==> config.mk <==
export PLATFORM = sky130hd
export DESIGN_NAME = fhs_host_status
export DESIGN_NICKNAME = d
export VERILOG_FILES = /design/src/rtl/fhs_pkg.sv /design/src/rtl/fhs_host_status.sv /design/src/rtl/fhs_result_pack.sv
export VERILOG_INCLUDE_DIRS = /design/src /design/src/rtl
export SDC_FILE = /design/constraint.sdc
export NUM_CORES = 1
export LEC_CHECK = 0
export ABC_AREA = 1
export ABC_CLOCK_PERIOD_IN_PS = 3000
export BUFFER_PORTS_ARGS = -buffer_cell sky130_fd_sc_hd__buf_2
export CAP_MARGIN = 20
export CORE_UTILIZATION = 45
export CTS_CLUSTER_SIZE = 8
export DETAILED_ROUTE_END_ITERATION = 8
export PLACE_DENSITY = 0.72
export REMOVE_ABC_BUFFERS = 1
export SLEW_MARGIN = 20
export SYNTH_ARGS = -nofsm -noshare
export SYNTH_HDL_FRONTEND = slang
export SYNTH_SLANG_ARGS = --single-unit
==> constraint.sdc <==
create_clock -name mclk -period 3 [get_ports mclk]
set_clock_uncertainty 0.05 [all_clocks]
set_input_delay 0.15 -clock mclk [delete_from_list [all_inputs] [get_ports mclk]]
set_output_delay 0.15 -clock mclk [all_outputs]
set_load 0.01 [all_outputs]
==> src/rtl/fhs_cfg.svh <==
`ifndef FHS_CFG_SVH
`define FHS_CFG_SVH
// ------------------------------------------------------------
// Register offsets (base-relative)
// ------------------------------------------------------------
`define FHS_OFS_MAIN_STATUS   3'h4
`define FHS_OFS_DATA_STACK    3'h5
`define FHS_OFS_DISK_INPUT    3'h7
// ------------------------------------------------------------
// Main status and disk input field positions
// ------------------------------------------------------------
`define FHS_MS_REQ            7
`define FHS_MS_DIR            6
`define FHS_MS_PIO            5
`define FHS_MS_BUSY           4
`define FHS_MS_DRV_B          1
`define FHS_MS_DRV_A          0
`define FHS_DI_CHANGED        7
// ------------------------------------------------------------
// Reset values and sizes
// ------------------------------------------------------------
`define FHS_RATE_RESET        2'h0
`define FHS_STACK_DEPTH       16
`define FHS_STACK_AW          4
`endif

==> src/rtl/fhs_pkg.sv <==
package fhs_pkg;
    typedef enum logic [1:0] {
        FHS_IDLE    = 2'b00,
        FHS_COMMAND = 2'b01,
        FHS_EXECUTE = 2'b10,
        FHS_RESULT  = 2'b11
    } fhs_phase_t;

    typedef enum logic [1:0] {
        FHS_RATE_500K = 2'b00,
        FHS_RATE_250K = 2'b10,
        FHS_RATE_300K = 2'b01,
        FHS_RATE_1M   = 2'b11
    } fhs_rate_t;

    typedef enum logic [1:0] {
        FHS_CC_NORMAL  = 2'b00,
        FHS_CC_FAILED  = 2'b01,
        FHS_CC_INVALID = 2'b10,
        FHS_CC_POLLED  = 2'b11
    } fhs_code_t;
endpackage : fhs_pkg

==> src/rtl/fhs_host_status.sv <==
// Overview of operation
// RQ1 - Host polls main status before each non-DMA data byte.
// RQ2 - Request flag high only when a data byte may move.
// RQ3 - Direction flag: 1 host reads, 0 host writes.
// RQ4 - PIO mode flag mirrors non-DMA selection from timing setup.
// RQ5 - Busy flag high during command, low after result phase ends.
// RQ6 - Drive busy bits high while that drive seeks.
// RQ7 - Data register is 8 bits, stack-backed, one entry per access.
// RQ8 - Disk input bit 7 is inverse of active-low change pin.
// RQ9 - Disk input bits 6 to 0 are not driven on read.
// RQ10 - Write at 07h picks data rate; reduce-write low only at 500K.
// RQ11 - Four result status bytes; status-1 bits 6 and 3 read zero. Only status-0 and status-1 are built here.
// RQ12 - Status-0 bits 7:6 hold the completion code.
// RQ13 - Status-0 bit 5 marks completed positioning commands.
// RQ14 - Status-0 bit 4 flags equipment fault on track-zero problems.
// RQ15 - Status-0 holds not-ready, head and drive select bits.
// RQ16 - Status-1 bit 7 flags access past the last sector.
// RQ17 - Status-1 bit 5 flags ID or data CRC error.
// RQ18 - Status-1 bit 4 flags overrun or underrun.
// RQ19 - Status-1 bit 2 flags missing sector cases.
// RQ20 - Status-1 bit 1 flags write to protected diskette.
// RQ21 - Status-1 bit 0 flags missing address mark.
// RQ22 - Request flag drops after each command byte, rises when next needed.
// RQ23 - Reserved main status bits 3 and 2 read zero.

`timescale 1ns/1ns
`include "fhs_cfg.svh"
module fhs_host_status (
    // Clock and reset
    input  wire logic       mclk,
    input  wire logic       arst_n,

    // Host register port
    input  wire logic [2:0] host_addr,
    input  wire logic       host_rd,
    input  wire logic       host_wr,
    input  wire logic [7:0] host_wdata,
    output logic      [7:0] host_rdata,
    output logic      [7:0] host_rdata_oe,

    // Core sequencing
    input  wire logic       core_cmd_start,
    input  wire logic       core_param_need,
    input  wire logic       core_cmd_done,
    input  wire logic       core_result_push,
    input  wire logic [7:0] core_result_byte,
    input  wire logic       core_result_latch,
    input  wire logic       pio_select,
    input  wire logic       seek_drive_a,
    input  wire logic       seek_drive_b,
    output logic            core_cmd_valid,
    output logic      [7:0] core_cmd_byte,

    // Result status sources and latched bytes
    input  wire logic [1:0] completion_code,
    input  wire logic       positioning_done,
    input  wire logic       recal_no_track0,
    input  wire logic       step_past_zero,
    input  wire logic       drive_not_ready,
    input  wire logic       head_address,
    input  wire logic       first_drive_selected,
    input  wire logic       second_drive_selected,
    input  wire logic       past_last_sector,
    input  wire logic       ended_without_tc,
    input  wire logic       id_crc_fault,
    input  wire logic       data_crc_fault,
    input  wire logic       service_late,
    input  wire logic       sector_not_found,
    input  wire logic       id_read_fault,
    input  wire logic       start_sector_absent,
    input  wire logic       write_on_protected,
    input  wire logic       data_mark_absent,
    input  wire logic       id_absent_two_index,
    output logic      [7:0] result_status_zero,
    output logic      [7:0] result_status_one,

    // Drive side
    input  wire logic       media_changed_n,
    output logic      [1:0] rate_select,
    output logic            reduce_write
);
    // ------------------------------------------------------------
    // State
    // ------------------------------------------------------------
    fhs_pkg::fhs_phase_t             phase_q;
    logic                            req_q;
    logic                            pio_q;
    logic                            seek_a_q;
    logic                            seek_b_q;
    logic [7:0]                      stack_mem [`FHS_STACK_DEPTH];
    logic [`FHS_STACK_AW-1:0]        wr_ptr_q;
    logic [`FHS_STACK_AW-1:0]        rd_ptr_q;
    logic [`FHS_STACK_AW:0]          count_q;
    logic [7:0]                      sz_w;
    logic [7:0]                      so_w;

    function automatic logic hit(input logic [2:0] a, input logic [2:0] ofs);
        hit = (a == ofs);
    endfunction : hit

    wire logic data_rd = host_rd & hit(host_addr, `FHS_OFS_DATA_STACK) & req_q
                       & (phase_q == fhs_pkg::FHS_RESULT);
    wire logic data_wr = host_wr & hit(host_addr, `FHS_OFS_DATA_STACK) & req_q
                       & (phase_q != fhs_pkg::FHS_RESULT);
    // Pushes into a full stack are dropped
    wire logic push    = core_result_push & (count_q != 5'(`FHS_STACK_DEPTH));

    // ------------------------------------------------------------
    // Controller phase
    // ------------------------------------------------------------
    always_ff @(posedge mclk or negedge arst_n) begin
        if (!arst_n) begin
            phase_q <= fhs_pkg::FHS_IDLE;
        end else begin
            unique case (phase_q)
                fhs_pkg::FHS_IDLE: begin
                    if (data_wr) begin
                        phase_q <= fhs_pkg::FHS_COMMAND;
                    end
                end
                fhs_pkg::FHS_COMMAND: begin
                    if (core_cmd_start) begin
                        phase_q <= fhs_pkg::FHS_EXECUTE;
                    end
                end
                fhs_pkg::FHS_EXECUTE: begin
                    if (core_cmd_done) begin
                        // An empty result set goes straight back to idle
                        if (count_q != '0 || push) begin
                            phase_q <= fhs_pkg::FHS_RESULT;
                        end else begin
                            phase_q <= fhs_pkg::FHS_IDLE;
                        end
                    end
                end
                fhs_pkg::FHS_RESULT: begin
                    if (data_rd && count_q == 5'h01 && !push) begin
                        phase_q <= fhs_pkg::FHS_IDLE;     // see RQ5
                    end
                end
            endcase
        end
    end

    // ------------------------------------------------------------
    // Host request flag
    // ------------------------------------------------------------
    always_ff @(posedge mclk or negedge arst_n) begin
        if (!arst_n) begin
            req_q <= 1'b1;
        end else if (phase_q == fhs_pkg::FHS_COMMAND && core_param_need) begin
            // A new request wins over a byte taken in the same cycle
            req_q <= 1'b1;                                // see RQ22
        end else if (data_wr) begin
            req_q <= 1'b0;                                // see RQ22
        end else if (phase_q == fhs_pkg::FHS_EXECUTE) begin
            req_q <= 1'b0;                                // see RQ2
        end else if (phase_q == fhs_pkg::FHS_RESULT) begin
            req_q <= (count_q > 5'h01)
                  || (count_q == 5'h01 && !data_rd)
                  || push;                                // see RQ2
        end else if (phase_q == fhs_pkg::FHS_IDLE) begin
            req_q <= 1'b1;
        end
    end

    // ------------------------------------------------------------
    // Mode and seek mirrors
    // ------------------------------------------------------------
    always_ff @(posedge mclk or negedge arst_n) begin
        if (!arst_n) begin
            pio_q    <= 1'b0;
            seek_a_q <= 1'b0;
            seek_b_q <= 1'b0;
        end else begin
            pio_q    <= pio_select;                       // see RQ4
            seek_a_q <= seek_drive_a;                     // see RQ6
            seek_b_q <= seek_drive_b;                     // see RQ6
        end
    end

    // ------------------------------------------------------------
    // Result stack
    // ------------------------------------------------------------
    // Result bytes wait here until the host reads them
    always_ff @(posedge mclk) begin
        if (push) begin
            stack_mem[wr_ptr_q] <= core_result_byte;      // see RQ7
        end
    end

    always_ff @(posedge mclk or negedge arst_n) begin
        if (!arst_n) begin
            wr_ptr_q <= '0;
            rd_ptr_q <= '0;
            count_q  <= '0;
        end else begin
            if (push) begin
                wr_ptr_q <= wr_ptr_q + 1'b1;
            end
            if (data_rd && count_q != '0) begin
                rd_ptr_q <= rd_ptr_q + 1'b1;              // see RQ7
            end
            count_q <= count_q + {4'h0, push} - {4'h0, data_rd && count_q != '0};
        end
    end

    // ------------------------------------------------------------
    // Command byte hand-off
    // ------------------------------------------------------------
    always_ff @(posedge mclk or negedge arst_n) begin
        if (!arst_n) begin
            core_cmd_valid <= 1'b0;
            core_cmd_byte  <= 8'h00;
        end else begin
            core_cmd_valid <= data_wr;                    // see RQ7
            if (data_wr) begin
                core_cmd_byte <= host_wdata;
            end
        end
    end

    // ------------------------------------------------------------
    // Rate control
    // ------------------------------------------------------------
    always_ff @(posedge mclk or negedge arst_n) begin
        if (!arst_n) begin
            rate_select  <= `FHS_RATE_RESET;
            reduce_write <= 1'b0;
        end else if (host_wr && hit(host_addr, `FHS_OFS_DISK_INPUT)) begin
            rate_select  <= host_wdata[1:0];              // see RQ10
            reduce_write <= (host_wdata[1:0] != fhs_pkg::FHS_RATE_500K); // see RQ10
        end
    end

    // ------------------------------------------------------------
    // Result status bytes
    // ------------------------------------------------------------
    fhs_result_pack u_pack (
        .completion_code       (completion_code),
        .positioning_done      (positioning_done),
        .recal_no_track0       (recal_no_track0),
        .step_past_zero        (step_past_zero),
        .drive_not_ready       (drive_not_ready),
        .head_address          (head_address),
        .first_drive_selected  (first_drive_selected),
        .second_drive_selected (second_drive_selected),
        .past_last_sector      (past_last_sector),
        .ended_without_tc      (ended_without_tc),
        .id_crc_fault          (id_crc_fault),
        .data_crc_fault        (data_crc_fault),
        .service_late          (service_late),
        .sector_not_found      (sector_not_found),
        .id_read_fault         (id_read_fault),
        .start_sector_absent   (start_sector_absent),
        .write_on_protected    (write_on_protected),
        .data_mark_absent      (data_mark_absent),
        .id_absent_two_index   (id_absent_two_index),
        .status_zero           (sz_w),
        .status_one            (so_w)
    );

    always_ff @(posedge mclk or negedge arst_n) begin
        if (!arst_n) begin
            result_status_zero <= 8'h00;
            result_status_one  <= 8'h00;
        end else if (core_result_latch) begin
            result_status_zero <= sz_w;                   // see RQ11
            result_status_one  <= so_w;                   // see RQ11
        end
    end

    // ------------------------------------------------------------
    // Host read data, registered
    // ------------------------------------------------------------
    always_ff @(posedge mclk or negedge arst_n) begin
        if (!arst_n) begin
            host_rdata    <= 8'h00;
            host_rdata_oe <= 8'h00;
        end else begin
            host_rdata    <= 8'h00;
            host_rdata_oe <= 8'h00;
            if (host_rd) begin
                if (hit(host_addr, `FHS_OFS_MAIN_STATUS)) begin
                    // Direction follows the phase: only results flow to the host
                    host_rdata[`FHS_MS_REQ]   <= req_q;                                  // see RQ2
                    host_rdata[`FHS_MS_DIR]   <= (phase_q == fhs_pkg::FHS_RESULT);       // see RQ3
                    host_rdata[`FHS_MS_PIO]   <= pio_q;                                  // see RQ4
                    host_rdata[`FHS_MS_BUSY]  <= (phase_q != fhs_pkg::FHS_IDLE);         // see RQ5
                    host_rdata[`FHS_MS_DRV_B] <= seek_b_q;                               // see RQ6
                    host_rdata[`FHS_MS_DRV_A] <= seek_a_q;                               // see RQ6
                    host_rdata_oe             <= 8'hFF;                                  // see RQ23
                end else if (hit(host_addr, `FHS_OFS_DATA_STACK)) begin
                    host_rdata    <= (count_q != '0) ? stack_mem[rd_ptr_q] : 8'h00;      // see RQ7
                    host_rdata_oe <= 8'hFF;
                end else if (hit(host_addr, `FHS_OFS_DISK_INPUT)) begin
                    // Bits 6 to 0 stay undriven on a disk input read
                    host_rdata[`FHS_DI_CHANGED]    <= ~media_changed_n;                  // see RQ8
                    host_rdata_oe[`FHS_DI_CHANGED] <= 1'b1;                              // see RQ9
                end
            end
        end
    end
endmodule : fhs_host_status

==> src/rtl/fhs_result_pack.sv <==
`timescale 1ns/1ns
`include "fhs_cfg.svh"
module fhs_result_pack (
    // Completion
    input  wire logic [1:0] completion_code,
    input  wire logic       positioning_done,
    input  wire logic       recal_no_track0,
    input  wire logic       step_past_zero,
    input  wire logic       drive_not_ready,
    input  wire logic       head_address,
    input  wire logic       first_drive_selected,
    input  wire logic       second_drive_selected,
    // Transfer faults
    input  wire logic       past_last_sector,
    input  wire logic       ended_without_tc,
    input  wire logic       id_crc_fault,
    input  wire logic       data_crc_fault,
    input  wire logic       service_late,
    input  wire logic       sector_not_found,
    input  wire logic       id_read_fault,
    input  wire logic       start_sector_absent,
    input  wire logic       write_on_protected,
    input  wire logic       data_mark_absent,
    input  wire logic       id_absent_two_index,
    // Packed bytes
    output logic      [7:0] status_zero,
    output logic      [7:0] status_one
);
    always_comb begin
        status_zero[7:6] = completion_code;                        // see RQ12
        status_zero[5]   = positioning_done;                       // see RQ13
        status_zero[4]   = recal_no_track0 | step_past_zero;       // see RQ14
        status_zero[3]   = drive_not_ready;                        // see RQ15
        status_zero[2]   = head_address;                           // see RQ15
        status_zero[1]   = second_drive_selected;                  // see RQ15
        status_zero[0]   = first_drive_selected;                   // see RQ15
        status_one[7]    = past_last_sector | ended_without_tc;    // see RQ16
        status_one[6]    = 1'b0;                                   // see RQ11
        status_one[5]    = id_crc_fault | data_crc_fault;          // see RQ17
        status_one[4]    = service_late;                           // see RQ18
        status_one[3]    = 1'b0;                                   // see RQ11
        status_one[2]    = sector_not_found | id_read_fault | start_sector_absent; // see RQ19
        status_one[1]    = write_on_protected;                     // see RQ20
        status_one[0]    = data_mark_absent | id_absent_two_index; // see RQ21
    end
endmodule : fhs_result_pack

# Yosys cells after proc, flatten, opt, wreduce, memory -nomap -nowiden
# Memories as Yosys holds them, arrays and structs flattened.
# Index checks and enable logic that the tools add are counted.
# classes
n_mux	26
n_reduce_logical	17
bitwise	14
n_addsub	4
eq_ne	13
magnitude_cmp	1
# ops
operator	count
8-bit 2-to-1 mux	4
2-bit 2-to-1 mux	7
7-bit 2-to-1 mux	2
1-bit 2-to-1 mux	11
2-bit != test (second input constant)	5
5-bit nonzero test	2
3-bit == test (second input constant)	3
4-bit by 1-bit adder with 4-bit output (second input constant)	2
2-bit one-hot mux with 4 select lines	1
1-bit AND	7
1-bit logical AND	6
1-bit OR	6
5-bit by 1-bit adder with 5-bit output	1
5-bit by 1-bit == test with 1-bit output (second input constant)	1
5-bit by 1-bit > comparator with 1-bit output (second input constant)	1
5-bit != test (second input constant)	1
5-bit by 1-bit subtractor with 5-bit output	1
2-bit == test (second input constant)	2
4-bit 2-to-1 mux	1
4-bit AND reduction	1
2-bit nonzero test	2
1-bit logical OR	3
2-bit by 1-bit == test with 1-bit output (second input constant)	1
1-bit logical NOT	2
other kinds (2)	2
# word_totals
inputBits	52
output_inout_bits	44
elab_cells	92
mem_count	1
mem_bits_rw	128
reg_bits	61
# mem_list
name	words	word_bits	rd	rd_clocked_by_memory_dff	wr	line	source
stack_mem	16	8	1	0	1	fhs_host_status.sv:90	logic [7:0] stack_mem [`FHS_STACK_DEPTH];

# Depth between registers and ports, before layout
# Gate-level depths: netlist (run 1).
# depth
ltp_word	12
ltp_mapped	13
mapped_depth_nobuf	12

# Hierarchy
# From an unflattened synthesis (run 1), not the netlist that was laid out.
# hier_totals
hier_cells	645
area_unflattened_um2	7701.1
# by_module_without_submodules
module	cells_per_inst	n_inst	seq_area_each_um2	area_per_inst_um2
fhs_host_status	626	1	5271.3	7578.5
fhs_result_pack	19	1	0.0	122.6

# Worst setup path before layout (run 1)
# No wires, ideal clock.
# synth_timing
path_type	flip-flop to flip-flop
from	register count_q[2]
to	register count_q[4]
path_buffers	1
setup_slack_ns	0.505
required_ns	2.871
stages_incl_launch_ff	14
period_less_slack_ns	2.495
arrival_time_ns	2.366
setup_time_ns	0.079
cell_sequence	dfrtp_1 -> inv_1 -> ha_1 -> nand4_1 -> and3_1 -> buf_4 -> ha_1 -> inv_1 -> ha_1 -> fa_1 -> a21oi_1 -> nor2_1 -> nor2_1 -> xor2_1
# synth_between
elab_chain_len	4
word_cells_on_any_way	6
cone_classes	2 x add/sub; 1 x eq/ne; 1 x bitwise; 2 x reduce/logical
# synth_lines
item	line	source
start, declared	fhs_host_status.sv:93	logic [`FHS_STACK_AW:0] count_q;
start signal, assigned	fhs_host_status.sv:204	count_q <= count_q + {4'h0, push} - {4'h0, data_rd && count_q != '0};
5-bit != test	fhs_host_status.sv:106	wire logic push = core_result_push & (count_q != 5'(`FHS_STACK_DEPTH));
1-bit AND	fhs_host_status.sv:106	
5-bit by 1-bit adder with 5-bit output	fhs_host_status.sv:204	
5-bit by 1-bit subtractor with 5-bit output *	fhs_host_status.sv:204	
# Every way passes the cells marked *; elsewhere a longest branch is shown, timed or not.
# A chain may end at the register's enable or synchronous reset.

# Worst setup path in the final report (run 1)
# Ends and elaborated chain as after synthesis.

==> run metrics, run 1 <==
# resized after CTS 0; WHS Path Cells 3; Synth async-reset ratio 30.1%; via density per instance 5.05; post-route DRC violation count 0; Reg-to-Reg End count_q[4]$_DFF_PN0_; global route overflow 0; # IOs 96; Pwr per Cell Area 833 nW/µm²; clk_lat worst skew 0.43 ns; slew margin rel. 40.3%; CP Max Fanout 6; count of final hold-check violations 0; critical path arrival 3.00 ns; vias after detailed routing 5,528; sum of buffers and inverters on the critical path 2; Peak VDD IR 0.000453 V; Netlist cell types 32; first-pass GRT wire length 28,500 µm; final setup TNS 0 ns; routed wire length 17,900 µm; area leader, netlist edfxtp_1; RSZ-0062 raised after global routing no; final worst-path cycle share 90.1%; Lkg Pwr 0.00414 µW; Initial Utilization 46.4%; reg2reg start count_q[2]$_DFF_PN0_; slowest CP cell fa_1; IO Port Bufs 93; Clk pwr share 29.0%; synth top area cells edfxtp_1 (49%), dfrtp_1 (17%), nand2_1 (11%); DRT Pass-1 Iters 5; endpoints failing setup 0; most used cell, CP ha_1; Routed Antenna Nets 0; Post-synth EDFFs 128; Pins Over Slew Limit 0; Flop pwr share 41.8%; GPL Wtd Cong 0.795; initial antenna violation count 0; outcome complete, no violations; placed cell area 8410 µm²; Synth top area share 49.4%; Critical Path Sink Type flip-flop; Detailed Place HPWL 11,200 µm; TritonCTS Buffers 17; worst hold path startpoint core_result_latch; total die area 17,800 µm²; Die Wd 134 µm; Clock Sink Count 183; Final #Nets 927; Reg2Reg Setup Slack 0.30 ns; Max Buffers Root-to-Sink 2; fill cell count 1,410; Post-Syn Instances 733; Inst Count DP 1,026; H-tree depth 4; P_int 5160 µW; most frequent cell after synthesis nand2_1; worst path cell trace inv_1 > ha_1 > nand4_1 > and3_1 > ha_1 > inv_1 > ha_1 > fa_1 > a21oi_1 > nor2_1 > nor2_1 > xor2_1; ANT cells 0; fin util 55.9%; Area Growth Syn to Fin 20.4%; logic gate share of total power 29.2%; Setup WS post-layout 0.298 ns; critical path class reg2reg; CP startpoint kind flip-flop; Synth Flop Type edfxtp_1; wire length per cell 16.4 µm; sw frac 34.0%; Core ar. 16,800 µm²; post-synth design cell area 7780 µm²; Worst EP required 3.30 ns; Finished Cell Area 9380 µm²; share of post-route cells with drive strength above 1 16.6%; max_cap viols 0; part of the Yosys area used for sequential elements 67.1%; Worst Reg-to-Reg Cells 12; NetSw 2650 µW; top cells by count, synth nand2_1 (218), edfxtp_1 (128), inv_1 (71); Synth Register Bits 183; die height 134 µm; Fmax achieved 0.370 GHz; clock slew at reported path FFs 0.07 ns; CP delay by family, top adder cells; Hold EP result_status_zero[1]$_DFFE_PN0P_; vias in the first global route 5,573; Yosys warning count 0; clock root cell clkbuf_16; synthesized area per cell 10.6 µm²; CTS tree yes; Worst Hold Class in2reg; # rows 47; dpl ws 0.316 ns; Layout Cells excl Fill 1,094; largest net degree at the start of global routing 74; CP peak stage delay 0.42 ns; Least-Margin Pin Slew 0.896 ns; DRT iter0 DRCs 360; Final min period 2.70 ns; total track usage 21.3%
-- metrics by stage --
| step | total power [µW] | hold WS [ns] |
|---|---|---|
| finish | 7810 | 0.0198 |
| CTS | 7840 | 0.00477 |
| global placement | 5480 | 0.209 |
| global route | 8280 | 0.0302 |
| detailed placement | 5550 | 0.211 |
| floorplan | 4730 | -0.196 |
-- layout make-up --
class	count	area (µm²)	area share, %
flip-flops and latches	183	5220	55.7
multi-input cells	442	2060	22.0
repair buffers	141	928	9.90
clock buffers	17	425	4.54
inverters	76	285	3.04
well taps	220	275	2.94
clock inverters	15	175	1.87
-- sequential cells by signal (all words and copies together) (netlist names), 2 cells and up --
register and flops:
core_cmd_byte 8, phase_q 2, wr_ptr_q 4, result_status_one 6, stack_mem 128, rd_ptr_q 4, rate_select 2, count_q 5
host_rdata_oe 2, host_rdata 8, result_status_zero 8
-- routing by layer --
| metal | wire, µm | GRT usage [%] |
|---|---|---|
| met5 | 0 | 0 |
| met1 | 7200 | 26.3 |
| met3 | 1030 | 4.60 |
| met4 | 381 | 8.71 |
| met2 | 9300 | 36.3 |
-- tightest hold or removal path: cells and delay by family --
| family | cells | cell delay [ns] |
|---|---|---|
| buf+inv | 1 | 0.18 |
| simple gates | 2 | 0.13 |
-- worst max-delay path by stage --
stage / startpoint / to / slack, ns / cells after the start
6_report: count_q[2]$_DFF_PN0_ / count_q[4]$_DFF_PN0_ / 0.30 / 12
5_1_grt: count_q[2]$_DFF_PN0_ / count_q[4]$_DFF_PN0_ / 0.08 / 12
4_1_cts: count_q[2]$_DFF_PN0_ / count_q[4]$_DFF_PN0_ / 0.30 / 12
3_5_place_dp: count_q[2]$_DFF_PN0_ / count_q[4]$_DFF_PN0_ / 0.32 / 12
3_3_place_gp: count_q[2]$_DFF_PN0_ / count_q[4]$_DFF_PN0_ / 0.41 / 12
2_1_floorplan: rd_ptr_q[0]$_DFFE_PN0P_ / host_rdata[0]$_DFF_PN0_ / 0.16 / 9
-- cells by family (layout without fill, tap and decap cells) --
group | Yosys count | in the layout | synth area share, %
xor+xnor | 9 | 9 | 1.01
simple gates | 354 | 354 | 18.7
other cells | 1 | 2 | 0.0482
buf+inv | 109 | 249 | 6.46
fa+ha+maj | 14 | 14 | 2.35
flops | 183 | 183 | 67.1
compound gates | 63 | 63 | 4.36
-- power by group through the flow --
stage	Combinational (µW)	Sequential, µW	Clock [µW]
2_1_floorplan	1310	3420	0
3_3_place_gp	2170	3300	0
3_5_place_dp	2230	3310	0
4_1_cts	2290	3260	2290
5_1_grt	2580	3310	2390
6_report	2280	3270	2260
-- cells in the final DEF (no fill, tap or decap), types with 2 or more instances in the layout --
cell type,count
o21bai_1,2
nand3_1,62
clkinv_1,4
conb_1,2
dfrtp_1,53
clkbuf_16,17
dlygate4sd3_1,36
o21ai_0,32
nor3_2,2
o21ai_1,6
inv_6,4
nand2_1,218
buf_2,93
a31oi_1,2
edfxtp_1,128
a21oi_1,14
o211ai_1,6
nand4_1,7
bufinv_16,3
clkinv_4,3
nand3b_1,2
xor2_1,8
ha_1,13
inv_1,71
nand2_2,2
buf_4,11
inv_2,4
nor2_1,58
-- repair_timing --
item                                   4_1_cts  5_1_grt
endpoints found under the hold margin       73        0
setup buffers                                0        0
hold buffers                                36        0
Power figures use the tool's default switching activity.
==> run 2, diff against run 1 <==
--- a/config.mk
+++ b/config.mk
@@ -8,7 +8,7 @@
 export LEC_CHECK = 0
 export ABC_AREA = 1
 export ABC_CLOCK_PERIOD_IN_PS = 3000
-export BUFFER_PORTS_ARGS = -buffer_cell sky130_fd_sc_hd__buf_2
+export BUFFER_PORTS_ARGS = -buffer_cell sky130_fd_sc_hd__buf_4
 export CAP_MARGIN = 20
 export CORE_UTILIZATION = 45
 export CTS_CLUSTER_SIZE = 8
==> run 2 against run 1 <==
Against the previous run:
- via count decreased by 1.4%
- clock power decreased by 7%
- sequential power about the same
- wire length is 2.2% lower
- design area rose by 3.0%
- final cell count up 0.64%
- die area did not move
- sequential share of layout area down 1.6 points
- largest power group unchanged
- highest routed layer unchanged
==> run metrics, run 2 (synthesized netlist as in run 1, its figures left out) <==
clock root cell clkbuf_16 (unchanged); Layout Cells excl Fill 1,101 (was 1,094); Worst EP required 3.30 ns (about the same); outcome complete, no violations (unchanged); Die Wd 134 µm (unchanged); Routed Antenna Nets 0 (unchanged); CP startpoint kind flip-flop (unchanged); CP Max Fanout 6 (unchanged); final worst-path cycle share 88.6% (was 90.1%); vias after detailed routing 5,453 (was 5,528); Core ar. 16,800 µm² (unchanged); DRT Pass-1 Iters 5 (unchanged); RSZ-0062 raised after global routing no (unchanged); most frequent cells in the layout nand2_1 (218), edfxtp_1 (128), buf_4 (104), inv_1 (71), nand3_1 (62) (was nand2_1 (218), edfxtp_1 (128), buf_2 (93), inv_1 (71), nand3_1 (62)); # rows 47 (unchanged); Critical Path Sink Type flip-flop (unchanged); Inst Count DP 1,025 (was 1,026); Peak VDD IR 0.000424 V (was 0.000453 V); via density per instance 4.95 (was 5.05); # resized after CTS 0 (unchanged); die height 134 µm (unchanged); clock slew at reported path FFs 0.07 ns (about the same); critical path class reg2reg (unchanged); max reg flops 128 (unchanged); clk_lat worst skew 0.43 ns (about the same); Initial Utilization 46.4% (unchanged); vias in the first global route 5,468 (was 5,573); commonest non-fill, non-tap cell in the layout nand2_1 (unchanged); Pins Over Slew Limit 0 (unchanged); DRT iter0 DRCs 315 (was 360); Setup WS post-layout 0.342 ns (was 0.298 ns); IO Port Bufs 93 (unchanged); # IOs 96 (unchanged); share of post-route cells with drive strength above 1 16.1% (was 16.6%); first-pass GRT wire length 28,300 µm (was 28,500 µm); fin util 57.6% (was 55.9%); Storage cell area 5220 µm² (unchanged); Worst Hold Class in2reg (unchanged); routed wire length 17,500 µm (was 17,900 µm); area of the multi-input gates 2060 µm² (unchanged); Final #Nets 937 (was 927); Detailed Place HPWL 11,000 µm (was 11,200 µm); total die area 17,800 µm² (unchanged); total track usage 21.0% (was 21.3%); global route overflow 0 (unchanged); wire length per cell 15.9 µm (was 16.4 µm); Max Buffers Root-to-Sink 2 (unchanged); slew margin rel. 46.4% (was 40.3%); ANT cells 0 (unchanged); Final min period 2.66 ns (was 2.70 ns); dpl ws 0.383 ns (was 0.316 ns); H-tree depth 4 (unchanged); endpoints failing setup 0 (unchanged); Tot Pwr 7690 µW (was 7810 µW); fill cell count 1,388 (was 1,410); Pwr per Cell Area 797 nW/µm² (was 833 nW/µm²); count of final hold-check violations 0 (unchanged); largest net degree at the start of global routing 74 (unchanged); max_cap viols 0 (unchanged); CTS tree yes (unchanged); final setup TNS 0 ns (unchanged); GPL Wtd Cong 0.797 (was 0.795); Fmax achieved 0.376 GHz (was 0.370 GHz); post-route DRC violation count 0 (unchanged); TritonCTS Buffers 17 (unchanged); Reg with most FFs stack_mem (unchanged); Clock Sink Count 183 (unchanged); Area Growth Syn to Fin 24.1% (was 20.4%); Lkg Pwr 0.00420 µW (was 0.00414 µW); Least-Margin Pin Slew 0.801 ns (was 0.896 ns); initial antenna violation count 0 (unchanged); critical path arrival 2.95 ns (was 3.00 ns)
==> run 2: through the flow <==
| stage | hold slack [ns] | area, µm² |
|---|---|---|
| 2_1_floorplan | -0.196 | 7570 |
| 3_3_place_gp | 0.210 | 8630 |
| 3_5_place_dp | 0.208 | 8630 |
| 4_1_cts | 0.00471 | 9660 |
| 6_report | 0.0163 | 9660 |
| 5_1_grt | 0.0155 | 9660 |
==> run 2: power by group <==
group	total [µW]	internal, µW	leakage [µW]	switching [µW]
sequential	3280	3090	0.00183	187
clock	2110	1210	0.000262	904
combinational	2300	812	0.00211	1490
total	7690	5110	0.00420	2580
==> run 2: final cells by class <==
class                           instances  area share (%)
Sequential cell                       183            54.1
Multi-Input combinational cell        442            21.4
Tap cell                              220            2.85
Clock inverter                         12            1.39
Inverter                               76            2.95
Clock buffer                           17            4.41
Timing Repair Buffer                  151            13.0
==> run 2: worst paths after layout <==
| kind | cells after the start | endpoint | startpoint | slack [ns] |
|---|---|---|---|---|
| max reg2reg | 12 | count_q[4]$_DFF_PN0_ | count_q[2]$_DFF_PN0_ | 0.34 |
| min | 1 | stack_mem[11][0]$_DFFE_PP_ | core_result_byte[0] | 0.02 |
| max in group asynchronous | 2 | rd_ptr_q[0]$_DFFE_PN0P_ | arst_n | 2.12 |
| min reg2reg | 2 | result_status_one[1]$_DFFE_PN0P_ | result_status_one[1]$_DFFE_PN0P_ | 0.42 |
| max | 12 | count_q[4]$_DFF_PN0_ | count_q[2]$_DFF_PN0_ | 0.34 |
| min in group asynchronous | 2 | core_cmd_byte[5]$_DFFE_PN0P_ | arst_n | 0.28 |
==> run 2: worst max-delay path: stages, from the launching register on <==
cell,delay [ns]
dfrtp_1,0.38
inv_1,0.11
ha_1,0.20
nand4_1,0.16
and3_1,0.28
ha_1,0.29
inv_1,0.04
ha_1,0.20
fa_1,0.40
a21oi_1,0.18
nor2_1,0.05
nor2_1,0.10
xor2_1,0.15
==> run 2: timing repair <==
item / 4_1_cts / 5_1_grt
hold endpoints to repair: 123 / 0
buffers inserted: 0 / 0
hold buffers: 47 / 0
==> run 2: per-layer routing <==
| metal | part of all wire, % | vias up | global-route usage [%] |
|---|---|---|---|
| met3 | 3.2 | 31 | 3.01 |
| met1 | 43 | 2614 | 27.3 |
| met2 | 52 | 131 | 35.1 |
| met5 | 0 | - | 0 |
| li1 | - | 2677 | - |
| met4 | 2.2 | 0 | 9.34 |
==> run 3, diff against run 2 <==
--- a/config.mk
+++ b/config.mk
@@ -11,10 +11,13 @@
 export BUFFER_PORTS_ARGS = -buffer_cell sky130_fd_sc_hd__buf_4
 export CAP_MARGIN = 20
 export CORE_UTILIZATION = 45
+export CTS_BUF_LIST = sky130_fd_sc_hd__clkbuf_4 sky130_fd_sc_hd__clkbuf_8 sky130_fd_sc_hd__clkbuf_16
 export CTS_CLUSTER_SIZE = 8
 export DETAILED_ROUTE_END_ITERATION = 8
 export PLACE_DENSITY = 0.72
 export REMOVE_ABC_BUFFERS = 1
+export SETUP_SLACK_MARGIN = 0.2
+export SKIP_CTS_REPAIR_TIMING = 1
 export SLEW_MARGIN = 20
 export SYNTH_ARGS = -nofsm -noshare
 export SYNTH_HDL_FRONTEND = slang
==> run 3 against run 2 <==
Against the previous run:
- clock power hardly changed
- largest power group unchanged
- core utilization is 0.72 points lower
- the run now ends with hold timing left
- critical path depth is the same
==> run metrics, run 3 (synthesized netlist as in run 1, its figures left out) <==
Final #Nets 924 (was 937); Least-Margin Pin Slew 0.811 ns (was 0.801 ns); Lkg Pwr 0.00416 µW (was 0.00420 µW); slowest CP cell fa_1 (unchanged); Reg-to-Reg End count_q[4]$_DFF_PN0_ (unchanged); total track usage 20.0% (was 21.0%); outcome complete, but fails checks (was complete, no violations); slew margin rel. 45.7% (was 46.4%); initial antenna violation count 0 (unchanged); commonest non-fill, non-tap cell in the layout nand2_1 (unchanged); wire length per cell 15.9 µm (about the same); via density per instance 4.94 (was 4.95); vias in the first global route 5,164 (was 5,468); critical path class reg2reg (unchanged); count of final hold-check violations 12 (was 0); Peak VDD IR 0.000427 V (was 0.000424 V); worst path cell trace inv_1 > ha_1 > nand4_1 > and3_4 > ha_1 > inv_1 > ha_1 > fa_1 > a21oi_2 > nor2_1 > nor2_1 > xor2_1 (was inv_1 > ha_1 > nand4_1 > and3_1 > ha_1 > inv_1 > ha_1 > fa_1 > a21oi_1 > nor2_1 > nor2_1 > xor2_1); max_cap viols 0 (unchanged); Initial Utilization 46.4% (unchanged); Detailed Place HPWL 11,000 µm (unchanged); IO Port Bufs 93 (unchanged); area of the multi-input gates 2070 µm² (was 2060 µm²); CP Max Fanout 6 (unchanged); # rows 47 (unchanged); RSZ-0062 raised after global routing no (unchanged); # IOs 96 (unchanged); CP peak stage delay 0.42 ns (was 0.40 ns); clock root cell clkbuf_16 (unchanged); DRT Pass-1 Iters 5 (unchanged); Storage cell area 5220 µm² (unchanged); Critical Path Sink Type flip-flop (unchanged); endpoints failing setup 0 (unchanged); routed wire length 17,300 µm (was 17,500 µm); reg2reg start count_q[2]$_DFF_PN0_ (unchanged); vias after detailed routing 5,377 (was 5,453); Area Growth Syn to Fin 22.5% (was 24.1%); worst hold path startpoint core_result_latch (was core_result_byte[0]); total die area 17,800 µm² (unchanged); ANT cells 0 (unchanged); Die Wd 134 µm (unchanged); TritonCTS Buffers 17 (unchanged); H-tree depth 4 (unchanged); fill cell count 1,402 (was 1,388); Layout Cells excl Fill 1,088 (was 1,101); max reg flops 128 (unchanged); largest net degree at the start of global routing 74 (unchanged); most used cell, CP ha_1 (unchanged); clock slew at reported path FFs 0.06 ns (was 0.07 ns); Fmax achieved 0.389 GHz (was 0.376 GHz); Final min period 2.57 ns (was 2.66 ns); most frequent cells in the layout nand2_1 (218), edfxtp_1 (128), buf_4 (104), inv_1 (71), nand3_1 (62) (unchanged); Pwr per Cell Area 807 nW/µm² (was 797 nW/µm²); Worst Reg-to-Reg Cells 12 (unchanged); WHS Path Cells 3 (was 1); failing checks hold timing; CP startpoint kind flip-flop (unchanged); Worst EP required 3.30 ns (about the same); clk_lat worst skew 0.43 ns (about the same); Worst Hold Class in2reg (unchanged); Core ar. 16,800 µm² (unchanged); GPL Wtd Cong 0.797 (unchanged); Routed Antenna Nets 0 (unchanged); Reg2Reg Setup Slack 0.43 ns (was 0.34 ns); critical path arrival 2.87 ns (was 2.95 ns); Hold EP result_status_one[4]$_DFFE_PN0P_ (was stack_mem[11][0]$_DFFE_PP_); Reg with most FFs stack_mem (unchanged); die height 134 µm (unchanged); global route overflow 0 (unchanged); hold_ws -0.0193 ns (was 0.0163 ns); Pins Over Slew Limit 0 (unchanged); share of post-route cells with drive strength above 1 16.6% (was 16.1%); Max Buffers Root-to-Sink 2 (unchanged); post-route DRC violation count 0 (unchanged); final setup TNS 0 ns (unchanged); CTS tree yes (unchanged); DRT iter0 DRCs 329 (was 315); first-pass GRT wire length 26,800 µm (was 28,300 µm); final worst-path cycle share 85.7% (was 88.6%); Clock Sink Count 183 (unchanged); Inst Count DP 1,025 (unchanged)
## run 3: cell count changes in the layout (fill, tap and decap cells not counted), sizes merged
cell,previous run,this run
dlygate4sd3,47,34
## run 3: per-layer routing
metal	track usage, %	vias to the layer above	share of wire (%)
met3	2.85	28	3.2
li1	-	2647	-
met5	0	-	0
met2	33.0	127	51
met4	8.65	0	2.1
met1	26.5	2575	43
## run 3: area by class of cell
cell class | instances | share of cell area [%]
Sequential cell | 183 | 54.8
Clock buffer | 17 | 4.46
Inverter | 76 | 2.99
Timing Repair Buffer | 138 | 11.8
Multi-Input combinational cell | 442 | 21.7
Tap cell | 220 | 2.89
Clock inverter | 12 | 1.40
## run 3: per-stage QoR
step	util, %	hold slack, ns	area [µm²]	worst slack [ns]	power, µW
after floorplan	-	-0.196	7570	0.164	4730
after global placement	51.5	0.210	8630	0.420	5520
after detailed placement	51.5	0.208	8630	0.383	5580
after CTS	54.8	-0.246	9190	0.366	7690
after global routing	56.9	0.00212	9540	0.221	8170
final	56.9	-0.0193	9540	0.430	7690
## run 3: how the worst max path moves through the flow
stage / from / slack, ns / depth (start not counted) / endpoint
floorplan: rd_ptr_q[0]$_DFFE_PN0P_ / 0.16 / 9 / host_rdata[0]$_DFF_PN0_
global placement: count_q[2]$_DFF_PN0_ / 0.42 / 12 / count_q[4]$_DFF_PN0_
detailed placement: count_q[2]$_DFF_PN0_ / 0.38 / 12 / count_q[4]$_DFF_PN0_
CTS: count_q[2]$_DFF_PN0_ / 0.37 / 12 / count_q[4]$_DFF_PN0_
global route: count_q[2]$_DFF_PN0_ / 0.22 / 12 / count_q[4]$_DFF_PN0_
finish: count_q[2]$_DFF_PN0_ / 0.43 / 12 / count_q[4]$_DFF_PN0_
## run 3: power breakdown
group	total, µW	switching (µW)	internal (µW)
registers	3280	187	3090
logic	2300	1490	805
clock network	2120	906	1210
## run 3: worst max-delay path, delay by kind of cell, from the launching register on
kind | cells | cell delay (ns)
adders and majority gates | 4 | 1.08
AOI/OAI and AO/OA | 1 | 0.15
DFF | 1 | 0.38
buffers and inverters | 2 | 0.14
and+or+nand+nor | 4 | 0.54
xor gates and xnor gates | 1 | 0.15
